$ cat src/pkg/qdsic_regs.vh
`ifndef QDSIC_REGS_VH
`define QDSIC_REGS_VH

// ****************************************************************
// Register map
// ****************************************************************
`define QDS_ADDR_CTRL 12'h000
`define QDS_ADDR_STATUS 12'h004
`define QDS_ADDR_COUNT 12'h008
`define QDS_ADDR_WORD 12'h00C
`define QDS_ADDR_CHAN 12'h010

`define QDS_CTRL_EN_BIT 0
`define QDS_CTRL_CLR_BIT 1
`define QDS_CTRL_RST 1'h1

// ****************************************************************
// Received word layout
// ****************************************************************
`define QDS_WORD_W 16
`define QDS_ADDR_HI 15
`define QDS_ADDR_LO 14
`define QDS_MODE_HI 13
`define QDS_MODE_LO 12
`define QDS_CODE_HI 11
`define QDS_CODE_LO 4

`define QDS_MODE_HOLD 2'h0
`define QDS_MODE_ONE 2'h1
`define QDS_MODE_ALL 2'h2
`define QDS_MODE_PD 2'h3

`define QDS_CNT_LAST 5'h0F
`define QDS_CNT_FULL 5'h10

// ****************************************************************
// Reset values
// ****************************************************************
`define QDS_SYNC_RST 3'h3
`define QDS_CODE_RST 8'h00

`endif

$ cat src/logic/qdsic_top.v
// Summary of operation
// - Keep a 16-bit serial input word.
// - Mode bits pick simultaneous or single update.
// - Outputs read zero until first valid frame.
// - Power-down mode with four termination choices.
// - Shift one bit per serial clock fall.
// - Shift only while frame sync is low.
// - Decode and apply on sixteenth falling edge.
// - Early frame sync rise discards the frame.
//
// Our own choices: the register offsets and the APB register port.
`timescale 1ns/1ps
`include "qdsic_regs.vh"

module qdsic_top (
    input wire clock, // System clock, 125 MHz.
    input wire resetn, // Asynchronous reset, active low.
    input wire sclk, // Serial clock pin.
    input wire sync_n, // Frame sync pin, active low.
    input wire din, // Serial data pin.
    input wire psel, // APB select.
    input wire penable, // APB enable.
    input wire pwrite, // APB direction.
    input wire [11:0] paddr, // APB byte address.
    input wire [31:0] pwdata, // APB write data.
    output reg [31:0] prdata, // APB read data.
    output reg pready, // APB ready.
    output reg pslverr, // APB error on unmapped address.
    output wire [7:0] channel_a_output, // Channel A code.
    output wire [7:0] channel_b_output, // Channel B code.
    output wire [7:0] channel_c_output, // Channel C code.
    output wire [7:0] channel_d_output, // Channel D code.
    output reg powered_down, // All channels powered down.
    output reg [1:0] pd_term // Power-down termination choice.
);

// ****************************************************************
// Pin synchronisation and edge detection
// ****************************************************************
wire [2:0] pins_s;
wire sclk_s;
wire sync_s;
wire din_s;
reg sclk_prev_r;
reg sync_prev_r;

qdsic_sync u_sync (
    .clock(clock),
    .resetn(resetn),
    .pin_in({din, sync_n, sclk}),
    .pin_out(pins_s)
);

assign sclk_s = pins_s[0];
assign sync_s = pins_s[1];
assign din_s = pins_s[2];

always @(posedge clock or negedge resetn)
begin
    if (!resetn)
    begin
        sclk_prev_r <= 1'b1;
        sync_prev_r <= 1'b1;
    end
    else
    begin
        sclk_prev_r <= sclk_s;
        sync_prev_r <= sync_s;
    end
end

// ****************************************************************
// Frame engine
// ****************************************************************
reg ctrl_en_r;
reg [`QDS_WORD_W-1:0] shift_r;
reg [4:0] bitcnt_r;
reg [`QDS_WORD_W-1:0] word_r;
reg [7:0] hold_r [0:3];
reg [7:0] out_r [0:3];
reg valid_seen_r;
reg [7:0] frames_r;
reg [7:0] aborts_r;
reg clr_req;

wire sclk_fall = sclk_prev_r & ~sclk_s;
wire sync_rise = ~sync_prev_r & sync_s;
wire shift_en = ~sync_s & sclk_fall & ctrl_en_r &
                (bitcnt_r < `QDS_CNT_FULL);
wire [`QDS_WORD_W-1:0] word_nxt = {shift_r[`QDS_WORD_W-2:0], din_s};
wire done = shift_en & (bitcnt_r == `QDS_CNT_LAST);
wire [1:0] w_addr = word_nxt[`QDS_ADDR_HI:`QDS_ADDR_LO];
wire [1:0] w_mode = word_nxt[`QDS_MODE_HI:`QDS_MODE_LO];
wire [7:0] w_code = word_nxt[`QDS_CODE_HI:`QDS_CODE_LO];

integer i;

always @(posedge clock or negedge resetn)
begin
    if (!resetn)
    begin
        shift_r <= 16'h0000;
        bitcnt_r <= 5'h00;
        word_r <= 16'h0000;
        valid_seen_r <= 1'b0;
        powered_down <= 1'b0;
        pd_term <= 2'h0;
        frames_r <= 8'h00;
        aborts_r <= 8'h00;
        for (i = 0; i < 4; i = i + 1)
        begin
            hold_r[i] <= `QDS_CODE_RST;
            out_r[i] <= `QDS_CODE_RST;
        end
    end
    else
    begin
        if (sync_s)
        begin
            // A partial frame is dropped and counted in aborts_r; nothing was applied.
            bitcnt_r <= 5'h00;
            if (sync_rise && bitcnt_r != 5'h00 &&
                bitcnt_r < `QDS_CNT_FULL)
                aborts_r <= aborts_r + 8'h01;
        end
        else if (shift_en)
        begin
            shift_r <= word_nxt;
            bitcnt_r <= bitcnt_r + 5'h01;
        end
        if (done)
        begin
            word_r <= word_nxt;
            valid_seen_r <= 1'b1;
            frames_r <= frames_r + 8'h01;
            case (w_mode)
            `QDS_MODE_HOLD:
                hold_r[w_addr] <= w_code;
            `QDS_MODE_ONE:
            begin
                hold_r[w_addr] <= w_code;
                out_r[w_addr] <= w_code;
                powered_down <= 1'b0;
            end
            `QDS_MODE_ALL:
            begin
                // All channels change together; the addressed one takes the new code, the rest their held codes.
                for (i = 0; i < 4; i = i + 1)
                    out_r[i] <= (i == w_addr) ? w_code : hold_r[i];
                hold_r[w_addr] <= w_code;
                powered_down <= 1'b0;
            end
            `QDS_MODE_PD:
            begin
                powered_down <= 1'b1;
                pd_term <= w_addr;
            end
            default:
                hold_r[w_addr] <= w_code;
            endcase
        end
        if (clr_req)
        begin
            frames_r <= 8'h00;
            aborts_r <= 8'h00;
        end
    end
end

assign channel_a_output = out_r[0];
assign channel_b_output = out_r[1];
assign channel_c_output = out_r[2];
assign channel_d_output = out_r[3];

// ****************************************************************
// APB slave
// ****************************************************************
wire setup = psel & ~penable;
wire access = psel & penable & pready;
reg [31:0] rdata_nxt;
reg err_nxt;

always @*
begin
    rdata_nxt = 32'h00000000;
    err_nxt = 1'b0;
    case (paddr)
    `QDS_ADDR_CTRL:
        rdata_nxt = {31'h00000000, ctrl_en_r};
    `QDS_ADDR_STATUS:
        rdata_nxt = {27'h0000000, ~sync_s, pd_term, powered_down,
                     valid_seen_r};
    `QDS_ADDR_COUNT:
        rdata_nxt = {16'h0000, aborts_r, frames_r};
    `QDS_ADDR_WORD:
        rdata_nxt = {16'h0000, word_r};
    `QDS_ADDR_CHAN:
        rdata_nxt = {out_r[3], out_r[2], out_r[1], out_r[0]};
    default:
        err_nxt = 1'b1;
    endcase
end

always @(posedge clock or negedge resetn)
begin
    if (!resetn)
    begin
        prdata <= 32'h00000000;
        pready <= 1'b0;
        pslverr <= 1'b0;
        ctrl_en_r <= `QDS_CTRL_RST;
        clr_req <= 1'b0;
    end
    else
    begin
        pready <= setup;
        clr_req <= 1'b0;
        // The error flag stands only in the access cycle, beside pready.
        pslverr <= setup & err_nxt;
        if (setup)
        begin
            prdata <= pwrite ? 32'h00000000 : rdata_nxt;
        end
        if (access && pwrite && paddr == `QDS_ADDR_CTRL)
        begin
            ctrl_en_r <= pwdata[`QDS_CTRL_EN_BIT];
            clr_req <= pwdata[`QDS_CTRL_CLR_BIT];
        end
    end
end

endmodule // qdsic_top

$ cat src/logic/qdsic_sync.v
`timescale 1ns/1ps
`include "qdsic_regs.vh"

module qdsic_sync (
    input wire clock, // System clock.
    input wire resetn, // Asynchronous reset, active low.
    input wire [2:0] pin_in, // Raw pins {data, frame_n, sclk}.
    output reg [2:0] pin_out // Synchronised pins.
);

reg [2:0] meta_r;

// The first stage feeds only the second stage.
always @(posedge clock or negedge resetn)
begin
    if (!resetn)
    begin
        meta_r <= `QDS_SYNC_RST;
        pin_out <= `QDS_SYNC_RST;
    end
    else
    begin
        meta_r <= pin_in;
        pin_out <= meta_r;
    end
end

endmodule // qdsic_sync

$ cat config.mk
export PLATFORM = sky130hd
export DESIGN_NAME = qdsic_top
export DESIGN_NICKNAME = d
export VERILOG_FILES = /design/src/logic/qdsic_top.v /design/src/logic/qdsic_sync.v
export VERILOG_INCLUDE_DIRS = /design/src /design/src/pkg
export SDC_FILE = /design/constraint.sdc
export NUM_CORES = 1
export LEC_CHECK = 0
export CAP_MARGIN = 40
export CELL_PAD_IN_SITES_DETAIL_PLACEMENT = 1
export CELL_PAD_IN_SITES_GLOBAL_PLACEMENT = 1
export CORE_ASPECT_RATIO = 0.7
export CORE_MARGIN = 10
export CORE_UTILIZATION = 40
export DETAILED_ROUTE_END_ITERATION = 12
export DONT_BUFFER_PORTS = 1
export PLACE_DENSITY = 0.74
export SETUP_SLACK_MARGIN = 0.2
export SYNTH_ARGS = -nofsm -noshare
export SYNTH_HDL_FRONTEND = slang
export SYNTH_HIERARCHICAL = 1
export SYNTH_SLANG_ARGS = --single-unit
$ cat constraint.sdc
create_clock -name clock -period 2.6 [get_ports clock]
set_input_delay 0.39 -clock clock [delete_from_list [all_inputs] [get_ports clock]]
set_output_delay 0.39 -clock clock [all_outputs]
set_load 0.1 [all_outputs]
After elaboration in Yosys (flattened, before gate mapping). Index checks and enable logic that the tools add are counted.

Eq/ne operators: 11. Bitwise operators: 15. $add $sub $neg: 3. $lt $le $gt $ge: 3. Reduce and logical (&&, ||, !) cells: 24. Divide/modulo/power cells: 0. Shifts and indexed selects: 0. Multiply operators: 0. Mux-type cells: 21.

Operator list (count): $pmux 32 s5 (1); $mux 8 (10); $bwmux 32 (2); $pmux 32 s2 (1); $mux 32 (1); $eq 12x4->1 const B (2); $add 8x1->8 const B (2); $demux 8 s2 (1); $eq 12x3->1 const B (1); $eq 12x5->1 const B (1); $logic_not 12->1 (1); $reduce_and 2->1 (6); $reduce_bool 2->1 (6); $and 1x1->1 (10); $mux 5 (2); $add 5x1->5 const B (1); $eq 5x4->1 const B (1); $logic_and 1x1->1 (5); $lt 5x5->1 const B (1); $reduce_bool 5->1 (1); $reduce_or 5->1 (1); $eq 2x2->1 const A (2); $eq 2x2->1 const B (2); $logic_not 2->1 (2); 10 further kinds (14).

Bits of input ports: 52. Output and inout bits: 69. Bits in latches: 0. RAM bits: 0. Register bits: 164. Logic and storage cells: 102. Memories: 0. ROM bits: 0.

Depth between registers and ports, before layout. Gate-level depths: netlist of the first run.

Word-level depth: 8. Mapped depth: 8. Depth with buffers taken out: 7.

By module. The synthesis of the first run kept the hierarchy.

Modules (own cells, without submodules): qdsic_top (times used 1, seq. area each 3957.5 um^2, area an instance 6984.2 um^2, cells each 561); qdsic_sync (times used 1, seq. area each 155.1 um^2, area an instance 155.1 um^2, cells each 6).

Worst setup path after synthesis of the first run. OpenSTA, ideal clock, no wires.

Kind: reg2reg. From: register bitcnt_r[1]. To: register hold_r[16] in the netlist's numbering. Data arrival time: 1.830 ns. Slack: 0.645 ns. Buffers on the path: 1. Required time: 2.475 ns. Stages on the path, launching flop included: 8. Period minus slack after synthesis: 1.955 ns. Path through: dfrtp_1 -> ha_1 -> and3_1 -> ha_1 -> nand3_4 -> buf_6 -> nor3_4 -> mux2_2.

Longest elaborated chain between the ends: 4. Elaborated cells on any way between the ends: 5. Classes of those cells: order compare: 1; eq/ne: 1; bitwise: 2; reduce/logical: 1.

RTL lines: start, declared (line qdsic_top.v:77) `reg [4:0] bitcnt_r;`; start signal, assigned (line qdsic_top.v:129) `bitcnt_r <= bitcnt_r + 5'h01;`; $lt 5x5->1 (no line); $and 1x1->1 (line qdsic_top.v:88) `wire shift_en = ~sync_s & sclk_fall & ctrl_en_r &`; $and 1x1->1 (*) (line qdsic_top.v:91) `` wire done = shift_en & (bitcnt_r == `QDS_CNT_LAST); ``; $reduce_and 2->1 (no line) (*); end signal, assigned by index (line qdsic_top.v:112) `` hold_r[i] <= `QDS_CODE_RST; ``; end signal, assigned by index (line qdsic_top.v:138) `hold_r[w_addr] <= w_code;`; end signal, assigned by index (line qdsic_top.v:141) `hold_r[w_addr] <= w_code;`; end, declared (line qdsic_top.v:79) `reg [7:0] hold_r [0:3];`.

Mark *: on every way between the ends. The rest lies on a longest branch, timed or not. A chain may end at the register's enable or synchronous reset.

Worst setup path after layout of the first run.
From: register bitcnt_r[1]. To: register hold_r[4] in the netlist's numbering.

The elaborated chain is that of the path after synthesis.

==> results.py, run 1 <==
metrics = {
    "run_status": {
        "status": "finished, violations left",
        "violations": "negative hold slack",
    },
    "synth": {
        "synthTopCellsByArea": "dfrtp_1, mux2_2, a2bb2oi_1, o22ai_1, a22o_1",
        "synthCells": 567,
        "yosys.cell_types.count": 53,
        "synth_compound_area_share_pct": 14.3,
        "muxShareOfSynthArea_pct": 12.4,
        "synthAdderAreaFrac_pct": 1.58,
        "synth_seq_area_share_pct": 57.6,
        "avgSynthCellArea_um2": 12.6,
        "synth_top_family_by_area": "compound AO/OA/AOI/OAI gates",
        "synth_top_area_share_pct": 55.0,
        "ys.flop_type": "dfrtp_1",
        "synth_edf_count": 0,
        "yosys.area_share.simple_pct": 9.60,
        "synth_area_um2": 7140,
        "synth_area_leader_cell": "dfrtp_1",
        "syn_nets": 628,
        "ys_ff_latch": 164,
        "async_reset_ff_share_pct": 100,
        "yosys_warnings": 6,
        "yosys.area_share.xor_xnor_pct": 1.47,
    },
    "finish": {
        "utilization_pct": 55.9,
        "syn_to_final_growth_pct": 35.6,
        "diodes": 0,
        "finish.instance_area_um2": 9680,
        "multi_input_area_um2": 2840,
        "drive_gt1_share_pct": 34.6,
        "fillers": 1672,
        "layout.cells.most_common": "dfrtp_1",
        "final_cell_mix": "dfrtp_1, mux2_2, buf_16, nand2_1",
        "fin_nets": 698,
        "register_area_um2": 4110,
    },
    "critical_path": {
        "path_class": "register to register",
        "cp-end-kind": "register",
        "cp-start-kind": "register",
        "crit_arrival_ns": 2.59,
        "crit_required_ns": 2.92,
        "worst-path-max-fanout": 15,
    },
    "floorplanning": {
        "pin_count": 121,
        "dieHeight_um": 132,
        "rows": 40,
        "start_util_pct": 41.2,
        "core_region_area_um2": 17300,
        "die_w_um": 180,
        "dieArea_um2": 23700,
    },
    "timing": {
        "hold_violations": 160,
        "fin_hold_ws_ns": -0.358,
        "fmax_ghz": 0.441,
        "min_period_ns": 2.27,
        "max_slew_margin_pct": 41.3,
        "worst_pin_slew_ns": 0.880,
        "fin_setup_tns_ns": 0,
        "rsz0062_at_grt": "no",
        "setup_viol": 0,
        "finalCritPeriodShare_pct": 87.3,
        "skew_ns": 0.0113,
        "slew_violations": 0,
    },
    "global_routing": {
        "grt_overflow": 0,
        "grt_pass1_vias": 5859,
        "antenna_found_initial": 0,
        "grt_pass1_wl_mm": 36.7,
        "grt_max_degree": 165,
        "grt_usage_pct": 19.9,
    },
    "power_and_ir_drop": {
        "power_leakage_nw": 4.44,
        "vdd_drop_max_mv": 0.347,
        "powerDensity_nw_per_um2": 564,
    },
    "route": {
        "vias": 5218,
        "drc": 0,
        "firstDrtPassIters": 4,
        "drt_iter0_drc": 430,
        "vias_per_cell": 5.92,
        "wl_mm": 23.5,
        "drtAntennaViolNets": 0,
        "avgRoutedWirePerCell_um": 26.7,
    },
    "placed_design": {
        "dp_hpwl_mm": 15.9,
        "portBuffers": 0,
        "gp_congestion": 0.809,
        "placed_area_um2": 8900,
    },
    "clock_tree": {
        "clockRootBuffer": "clkbuf_16",
        "clk_latency_ns": 0.44,
        "cts_tree": "built",
        "clock_sinks": 164,
        "clk_pin_slew_ns": 0.07,
        "h-tree-depth": 4,
        "cts_hold_buffers": 3,
        "clock_path_buffers": 2,
        "numCtsBuffers": 17,
    },
    "hold_path": {
        "hold_class": "primary input to async pin",
    },
    "flow_run": {
        "drv_cap": 0,
    },
}
critical path: stages, from the launching register on:
cell and delay [ns]:
dfrtp_1 0.39, ha_1 0.19, and3_1 0.18, ha_2 0.26
nand3_4 0.28, nor3_2 0.25, buf_4 0.21, mux2_2 0.37
path summary, 6_finish.rpt:
check / startpoint / end / slack (ns) / cells past startpoint
hold / removal: resetn / prdata[26]$_DFFE_PN0P_ / -0.36 / 0
min in group clock: pwdata[0] / ctrl_en_r$_DFFE_PN1N_ / 0.12 / 1
hold reg to reg: u_sync/meta_r[2]$_DFF_PN0_ / u_sync/pin_out[2]$_DFF_PN0_ / 0.35 / 0
max in group asynchronous: resetn / u_sync/meta_r[1]$_DFF_PN1_ / 2.57 / 0
setup / recovery: bitcnt_r[1]$_DFFE_PN0P_ / hold_r[4]$_DFFE_PN0P_ / 0.33 / 7
setup reg to reg: bitcnt_r[1]$_DFFE_PN0P_ / hold_r[4]$_DFFE_PN0P_ / 0.33 / 7
layout make-up:
cell class                      instances  share of cell area (%)
Sequential cell                       164                    42.5
Multi-Input combinational cell        355                    29.4
Timing Repair Buffer                   88                    18.0
Clock buffer                           21                    4.65
Tap cell                              231                    2.98
Clock inverter                         11                    2.07
Inverter                               11                   0.426
stage by stage:
step / setup slack, ns / total power [mW] / std cells
after floorplan: 0.645 / 2.66 / 567
after global placement: 0.362 / 2.67 / 790
after detailed placement: 0.110 / 2.67 / 842
after CTS: 0.252 / 5.48 / 881
after global routing: 0.244 / 5.62 / 881
final: 0.331 / 5.47 / 881
synth_stat cells (2+ instances only):
cell / n
a21boi_2: 4
a21oi_1: 9
a221o_2: 4
a22o_1: 21
a22oi_1: 11
a2bb2oi_1: 32
a31o_2: 2
and2_1: 9
and3_1: 3
and3_2: 2
buf_1: 3
buf_2: 7
buf_6: 3
clkbuf_1: 22
dfrtp_1: 157
dfstp_2: 7
ha_1: 9
inv_1: 11
mux2_2: 78
nand2_1: 33
nand2b_1: 4
nand3_1: 9
nand4_1: 10
nor2_1: 21
nor3_1: 3
nor3_2: 2
nor3_4: 3
nor4_1: 3
o21ai_0: 19
o22ai_1: 32
or3_1: 2
xnor2_1: 3
xor2_1: 9
cells by family (layout without fill, tap and decap cells):
family                   after synthesis  after routing
flip-flops                           164            164
AO/OA/AOI/OAI                        137            137
AND/OR/NAND/NOR                      118            118
multiplexers                          79             79
buffers and inverters                 48            131
XOR/XNOR                              12             12
adder cells (fa/ha/maj)                9              9
where the power goes:
group	leakage (nW)	total [mW]	internal, mW	switching (mW)
logic	1.87	0.0539	0.0173	0.0366
registers	2.26	2.57	2.56	0.0118
clock network	0.308	2.84	1.74	1.10
metal layers:
metal  global-route usage, %  part of all wire (%)  routed length, um
met2                    33.4                    51              11900
met1                    23.9                    41               9650
met3                    5.54                   6.3               1490
met4                    7.05                   2.0                460
met5                       0                     0                  0
flip-flops by register name, summed over array words and instances (netlist names), 5 cells and up:
signal and cells:
shift_r 15, word_r 16, channel_d_output 8, channel_c_output 8
bitcnt_r 5, channel_b_output 8, frames_r 8, aborts_r 8
prdata 32, hold_r 32, channel_a_output 8
repair_timing:
| action | in CTS | in global routing |
|---|---|---|
| pin swaps | 3 | 1 |
| endpoints found under the hold margin | 167 | 164 |
| endpoints found under the setup margin | 46 | 13 |
| resized for setup | 4 | 1 |
| setup buffers | 4 | 0 |
| cloned | 0 | 0 |
Note: power is estimated with default switching activity, not from simulation.
==> run 2, diff against run 1 <==
--- a/config.mk
+++ b/config.mk
@@ -11,10 +11,10 @@
 export CELL_PAD_IN_SITES_GLOBAL_PLACEMENT = 1
 export CORE_ASPECT_RATIO = 0.7
 export CORE_MARGIN = 10
-export CORE_UTILIZATION = 40
+export CORE_UTILIZATION = 45
 export DETAILED_ROUTE_END_ITERATION = 12
 export DONT_BUFFER_PORTS = 1
-export PLACE_DENSITY = 0.74
+export PLACE_DENSITY = 0.8
 export SETUP_SLACK_MARGIN = 0.2
 export SYNTH_ARGS = -nofsm -noshare
 export SYNTH_HDL_FRONTEND = slang
==> results.py, run 2 (same netlist as run 1, synthesis figures left out) <==
metrics = {
    "floorplanning": {
        "dieHeight_um": 125,
        "pin_count": 121,
        "rows": 38,
        "dieArea_um2": 21400,
        "die_w_um": 171,
        "start_util_pct": 45.9,
        "core_region_area_um2": 15500,
    },
    "route": {
        "wl_mm": 25.9,
        "vias": 5471,
        "firstDrtPassIters": 5,
        "avgRoutedWirePerCell_um": 30.2,
        "vias_per_cell": 6.39,
        "drtAntennaViolNets": 0,
        "drc": 0,
        "drt_iter0_drc": 571,
    },
    "timing": {
        "rsz0062_at_grt": "no",
        "hold_violations": 164,
        "setup_viol": 0,
        "slew_violations": 0,
        "skew_ns": 0.0123,
        "fmax_ghz": 0.442,
        "fin_hold_ws_ns": -0.352,
        "worst_pin_slew_ns": 0.712,
        "finalCritPeriodShare_pct": 87.0,
        "fin_setup_tns_ns": 0,
        "fin_ws_ns": 0.339,
        "min_period_ns": 2.26,
        "max_slew_margin_pct": 52.1,
    },
    "critical_path": {
        "worst-path-max-fanout": 10,
        "cp-end-kind": "register",
        "cp-start-kind": "register",
        "r2r_slack_ns": 0.34,
        "rr_endpoint": "channel_b_output[7]$_DFFE_PN0P_",
        "crit_required_ns": 2.95,
        "crit_arrival_ns": 2.61,
        "r2r_cells": 10,
        "r2r-start": "bitcnt_r[1]$_DFFE_PN0P_",
        "path_class": "register to register",
    },
    "placed_design": {
        "gp_congestion": 0.837,
        "dp_hpwl_mm": 16.8,
        "placed_area_um2": 8920,
        "post-place-ws_ns": 0.0607,
        "portBuffers": 0,
    },
    "global_routing": {
        "grt_max_degree": 165,
        "grt_overflow": 0,
        "grt_usage_pct": 24.4,
        "grt_pass1_wl_mm": 39.3,
        "grt_pass1_vias": 6069,
        "antenna_found_initial": 0,
    },
    "power_and_ir_drop": {
        "power_leakage_nw": 4.49,
        "vdd_drop_max_mv": 0.432,
        "powerDensity_nw_per_um2": 546,
    },
    "run_status": {
        "status": "finished, violations left",
        "violations": "negative hold slack",
    },
    "flow_run": {
        "drv_cap": 0,
    },
    "finish": {
        "top_regs": "hold_r: 32 flops, prdata: 32 flops, word_r: 16 flops",
        "syn_to_final_growth_pct": 36.1,
        "finish.instance_area_um2": 9720,
        "diodes": 0,
        "fin_nets": 704,
        "final_cell_mix": "dfrtp_1, mux2_2, buf_16, nand2_1",
        "drive_gt1_share_pct": 35.7,
        "layout.cells.most_common": "dfrtp_1",
    },
    "clock_tree": {
        "cts_tree": "built",
        "clk_latency_ns": 0.43,
        "clk_pin_slew_ns": 0.08,
        "clock_sinks": 164,
        "clock_path_buffers": 2,
        "cts_hold_buffers": 3,
        "h-tree-depth": 4,
        "numCtsBuffers": 17,
        "clockRootBuffer": "clkbuf_16",
    },
    "hold_path": {
        "hold_class": "primary input to async pin",
    },
}
[run 2: worst max-delay path, stage by stage, from the launching register on]
cell and delay (ns):
dfrtp_1 0.39, ha_1 0.17, and3_1 0.20, ha_4 0.19, nand2_1 0.12, nor3_4 0.17
buf_12 0.15, buf_6 0.15, a21boi_4 0.29, buf_4 0.16, a2bb2oi_1 0.19
[run 2: how the worst max path moves through the flow]
| stage | startpoint | end | slack [ns] | depth (start not counted) |
|---|---|---|---|---|
| final | bitcnt_r[1]$_DFFE_PN0P_ | channel_b_output[7]$_DFFE_PN0P_ | 0.34 | 10 |
| after global routing | bitcnt_r[0]$_DFFE_PN0P_ | channel_d_output[3]$_DFFE_PN0P_ | 0.25 | 10 |
| after detailed placement | bitcnt_r[1]$_DFFE_PN0P_ | channel_b_output[0]$_DFFE_PN0P_ | 0.06 | 8 |
| after floorplan | bitcnt_r[1]$_DFFE_PN0P_ | hold_r[16]$_DFFE_PN0P_ | 0.64 | 7 |
| after global placement | bitcnt_r[1]$_DFFE_PN0P_ | channel_b_output[7]$_DFFE_PN0P_ | 0.34 | 8 |
| after CTS | bitcnt_r[1]$_DFFE_PN0P_ | channel_b_output[0]$_DFFE_PN0P_ | 0.20 | 8 |
[run 2: layout make-up]
cell class,count,area [um2]
clock buffer,19,443
inverter,11,41.3
tap,200,250
sequential,164,4110
multi-input combinational,355,2850
clock inverter,13,164
timing repair buffer,94,1860
fill,1438,5830
[run 2: where the power goes]
group	leakage [nW]	internal (mW)	switching (mW)	total [mW]
clock network	0.300	1.49	1.19	2.67
registers	2.26	2.56	0.00721	2.57
logic	1.93	0.0215	0.0435	0.0650
[run 2: layer usage]
layer / part of all wire, % / vias to the layer above / track usage, %
met1: 37 / 2889 / 28.3
met4: 3.5 / 0 / 9.52
met3: 7.2 / 67 / 6.22
met5: 0 / - / 0
met2: 52 / 271 / 42.3
li1: - / 2244 / -
[run 2: stage by stage]
step	cells	util (%)	power [mW]
floorplan	567	-	2.66
global placement	756	47.7	2.67
detailed placement	811	57.4	2.68
CTS	851	62.0	5.30
global route	856	62.5	5.44
finish	856	62.5	5.30
[run 2: what timing repair did]
action                                 in CTS  in global routing
endpoints found under the hold margin     167                164
setup buffers                               5                  5
gates resized for setup                     5                  2
setup endpoints to repair                  38                 54
pin swaps                                   2                  4
==> run 3, diff against run 2 <==
--- a/config.mk
+++ b/config.mk
@@ -14,9 +14,9 @@
 export CORE_UTILIZATION = 45
 export DETAILED_ROUTE_END_ITERATION = 12
 export DONT_BUFFER_PORTS = 1
-export PLACE_DENSITY = 0.8
+export MAX_ROUTING_LAYER = met4
+export PLACE_DENSITY = 0.81
 export SETUP_SLACK_MARGIN = 0.2
 export SYNTH_ARGS = -nofsm -noshare
 export SYNTH_HDL_FRONTEND = slang
-export SYNTH_HIERARCHICAL = 1
 export SYNTH_SLANG_ARGS = --single-unit
==> results.py, run 3 <==
metrics = {
    "synth": {
        "synth_edf_count": 0,
        "ys_ff_latch": 164,
        "async_reset_ff_share_pct": 100,
        "synthTopCellsByArea": "dfrtp_1, mux2_2, nand2_1, o2bb2ai_1, dfstp_2",
        "yosysMostFrequentCell": "dfrtp_1",
        "syn_nets": 656,
        "synth_seq_area_share_pct": 57.9,
        "yosys_warnings": 0,
        "synth_area_um2": 7100,
        "ys.flop_type": "dfrtp_1",
        "synthCells": 595,
        "synth_area_leader_cell": "dfrtp_1",
        "avgSynthCellArea_um2": 11.9,
        "synthTopCellsByCount": "dfrtp_1, nand2_1, mux2_2",
        "yosys.cell_types.count": 55,
        "synth_top_area_share_pct": 55.3,
    },
    "critical_path": {
        "crit_required_ns": 2.91,
        "crit_start": "bitcnt_r[1]$_DFFE_PN0P_",
        "crit_chain": "ha_1, and3_1, ha_2, nand3_4, buf_12, nor3b_2, buf_4, mux2_2",
        "cp-start-kind": "register",
        "cpMaxStageDelayCell": "dfrtp_1",
        "path_class": "register to register",
        "worst-path-max-fanout": 8,
        "worst-path-buf-inv": 2,
        "crit_arrival_ns": 2.67,
        "crit_family": "simple AND/OR/NAND/NOR gates",
        "r2r-start": "bitcnt_r[1]$_DFFE_PN0P_",
        "r2r_slack_ns": 0.24,
        "path_depth": 8,
        "cpPeakStageDelay_ns": 0.41,
        "r2r_cells": 8,
        "cp-end-kind": "register",
        "rr_endpoint": "hold_r[15]$_DFFE_PN0P_",
    },
    "clock_tree": {
        "numCtsBuffers": 17,
        "h-tree-depth": 4,
        "clock_path_buffers": 2,
        "clk_latency_ns": 0.44,
        "cts_tree": "built",
        "clock_sinks": 164,
        "clk_pin_slew_ns": 0.07,
        "clockRootBuffer": "clkbuf_16",
        "cts_hold_buffers": 3,
    },
    "timing": {
        "min_period_ns": 2.36,
        "hold_violations": 164,
        "skew_ns": 0.00967,
        "fin_hold_ws_ns": -0.349,
        "worst_pin_slew_ns": 0.984,
        "finalCritPeriodShare_pct": 90.6,
        "setup_viol": 0,
        "slew_violations": 0,
        "fin_setup_tns_ns": 0,
        "max_slew_margin_pct": 34.3,
        "rsz0062_at_grt": "no",
        "fmax_ghz": 0.424,
    },
    "power_and_ir_drop": {
        "power_leakage_nw": 4.29,
        "seq_power_share_pct": 48.6,
        "internal-power_mw": 4.13,
        "vdd_drop_max_mv": 0.363,
        "combPwrFrac_pct": 1.4,
        "powerDensity_nw_per_um2": 562,
        "clkPwrFrac_pct": 50.0,
        "p_sw_mw": 1.18,
        "p_sw_share_pct": 22.1,
    },
    "finish": {
        "fin_nets": 727,
        "syn_to_final_growth_pct": 33.0,
        "top_regs": "hold_r: 32 flops, prdata: 32 flops, word_r: 16 flops",
        "diodes": 0,
        "drive_gt1_share_pct": 29.0,
        "final_cell_mix": "dfrtp_1, nand2_1, mux2_2, buf_16, buf_4",
        "layout.cells.most_common": "dfrtp_1",
    },
    "route": {
        "vias_per_cell": 6.27,
        "drc": 0,
        "drt_iter0_drc": 578,
        "wl_mm": 24.3,
        "firstDrtPassIters": 5,
        "vias": 5510,
        "avgRoutedWirePerCell_um": 27.6,
        "drtAntennaViolNets": 0,
    },
    "floorplanning": {
        "dieArea_um2": 21300,
        "dieHeight_um": 125,
        "die_w_um": 170,
        "pin_count": 121,
        "start_util_pct": 45.8,
        "rows": 38,
        "core_region_area_um2": 15500,
    },
    "run_status": {
        "status": "finished, violations left",
        "violations": "negative hold slack",
    },
    "global_routing": {
        "grt_usage_pct": 23.9,
        "grt_pass1_wl_mm": 37.9,
        "antenna_found_initial": 0,
        "grt_max_degree": 165,
        "grt_overflow": 0,
        "grt_pass1_vias": 6004,
    },
    "placed_design": {
        "portBuffers": 0,
        "dp_hpwl_mm": 15.5,
        "gp_congestion": 0.849,
    },
    "flow_run": {
        "drv_cap": 0,
    },
    "hold_path": {
        "hold_class": "primary input to async pin",
    },
}
## run 3: cell types whose count changed after synthesis, moves of 8 or more
cell | before | now
a221oi_1 | 1 | 11
o22ai_1 | 32 | 8
a2bb2oi_1 | 32 | 8
xor2_1 | 9 | 1
o2bb2ai_1 | 0 | 25
nand2_1 | 33 | 74
and3_1 | 3 | 18
mux2_2 | 78 | 53
a22oi_1 | 11 | 24
o21ai_1 | 0 | 13
## run 3: cell families after synthesis
family | count (synthesis) | synth area share, %
compound gates | 139 | 14.5
xor+xnor | 10 | 1.23
fa+ha+maj | 9 | 1.59
buf+inv | 50 | 3.24
flops | 164 | 57.9
mux | 55 | 8.70
simple gates | 168 | 12.9
## run 3: worst max-delay path by stage
stage / endpoint / slack (ns)
final: hold_r[15]$_DFFE_PN0P_ / 0.24
after CTS: hold_r[15]$_DFFE_PN0P_ / 0.23
after floorplan: aborts_r[6]$_DFFE_PN0P_ / 0.61
after global placement: frames_r[7]$_DFFE_PN0P_ / 0.39
after detailed placement: frames_r[7]$_DFFE_PN0P_ / 0.22
after global routing: hold_r[15]$_DFFE_PN0P_ / 0.21
## run 3: power groups by stage
stage               combinational [mW]  sequential, mW  clock (mW)
finish                          0.0733            2.58        2.66
global route                    0.0765            2.58        2.80
CTS                             0.0718            2.58        2.67
detailed placement              0.0664            2.63           0
global placement                0.0449            2.63           0
floorplan                       0.0339            2.64           0
## run 3: final cells by class
| class | instances | area [um2] |
|---|---|---|
| multi-input cells | 381 | 2760 |
| clock inverters | 14 | 178 |
| well taps | 200 | 250 |
| flip-flops and latches | 164 | 4110 |
| repair buffers | 91 | 1660 |
| fillers | 1474 | 6050 |
| clock buffers | 18 | 439 |
| inverters | 11 | 41.3 |
## run 3: worst reg2reg max path, stage by stage, from the launching register on
cell	delay (ns)
dfrtp_1	0.41
ha_1	0.23
and3_1	0.20
ha_2	0.29
nand3_4	0.17
buf_12	0.20
nor3b_2	0.16
buf_4	0.20
mux2_2	0.38
## run 3: what timing repair did
action                                  4_1_cts  5_1_grt
endpoints found under the setup margin       43       49
pin swaps                                     2        0
hold endpoints to repair                    167      164
buffers inserted                              4        0
gates resized for setup                       1        1
## run 3: per-layer routing
metal	vias to the layer above	share of wire (%)	track usage, %
li1	2317	-	-
met1	2933	40	28.0
met2	200	51	38.5
met3	60	6.4	6.35
met4	0	3.0	9.21
met5	-	0	-
## run 3: metrics by stage
stage          utilization (%)  setup WS, ns  instance area (um2)  std cells  power (mW)
3_5_place_dp              56.5         0.219                 8760        840        2.69
6_report                  61.0         0.244                 9450        879        5.31
4_1_cts                   60.9         0.228                 9450        879        5.32
3_3_place_gp              48.0         0.390                 7430        792        2.68
2_1_floorplan                -         0.614                 7100        595        2.67
5_1_grt                   61.0         0.205                 9450        879        5.45
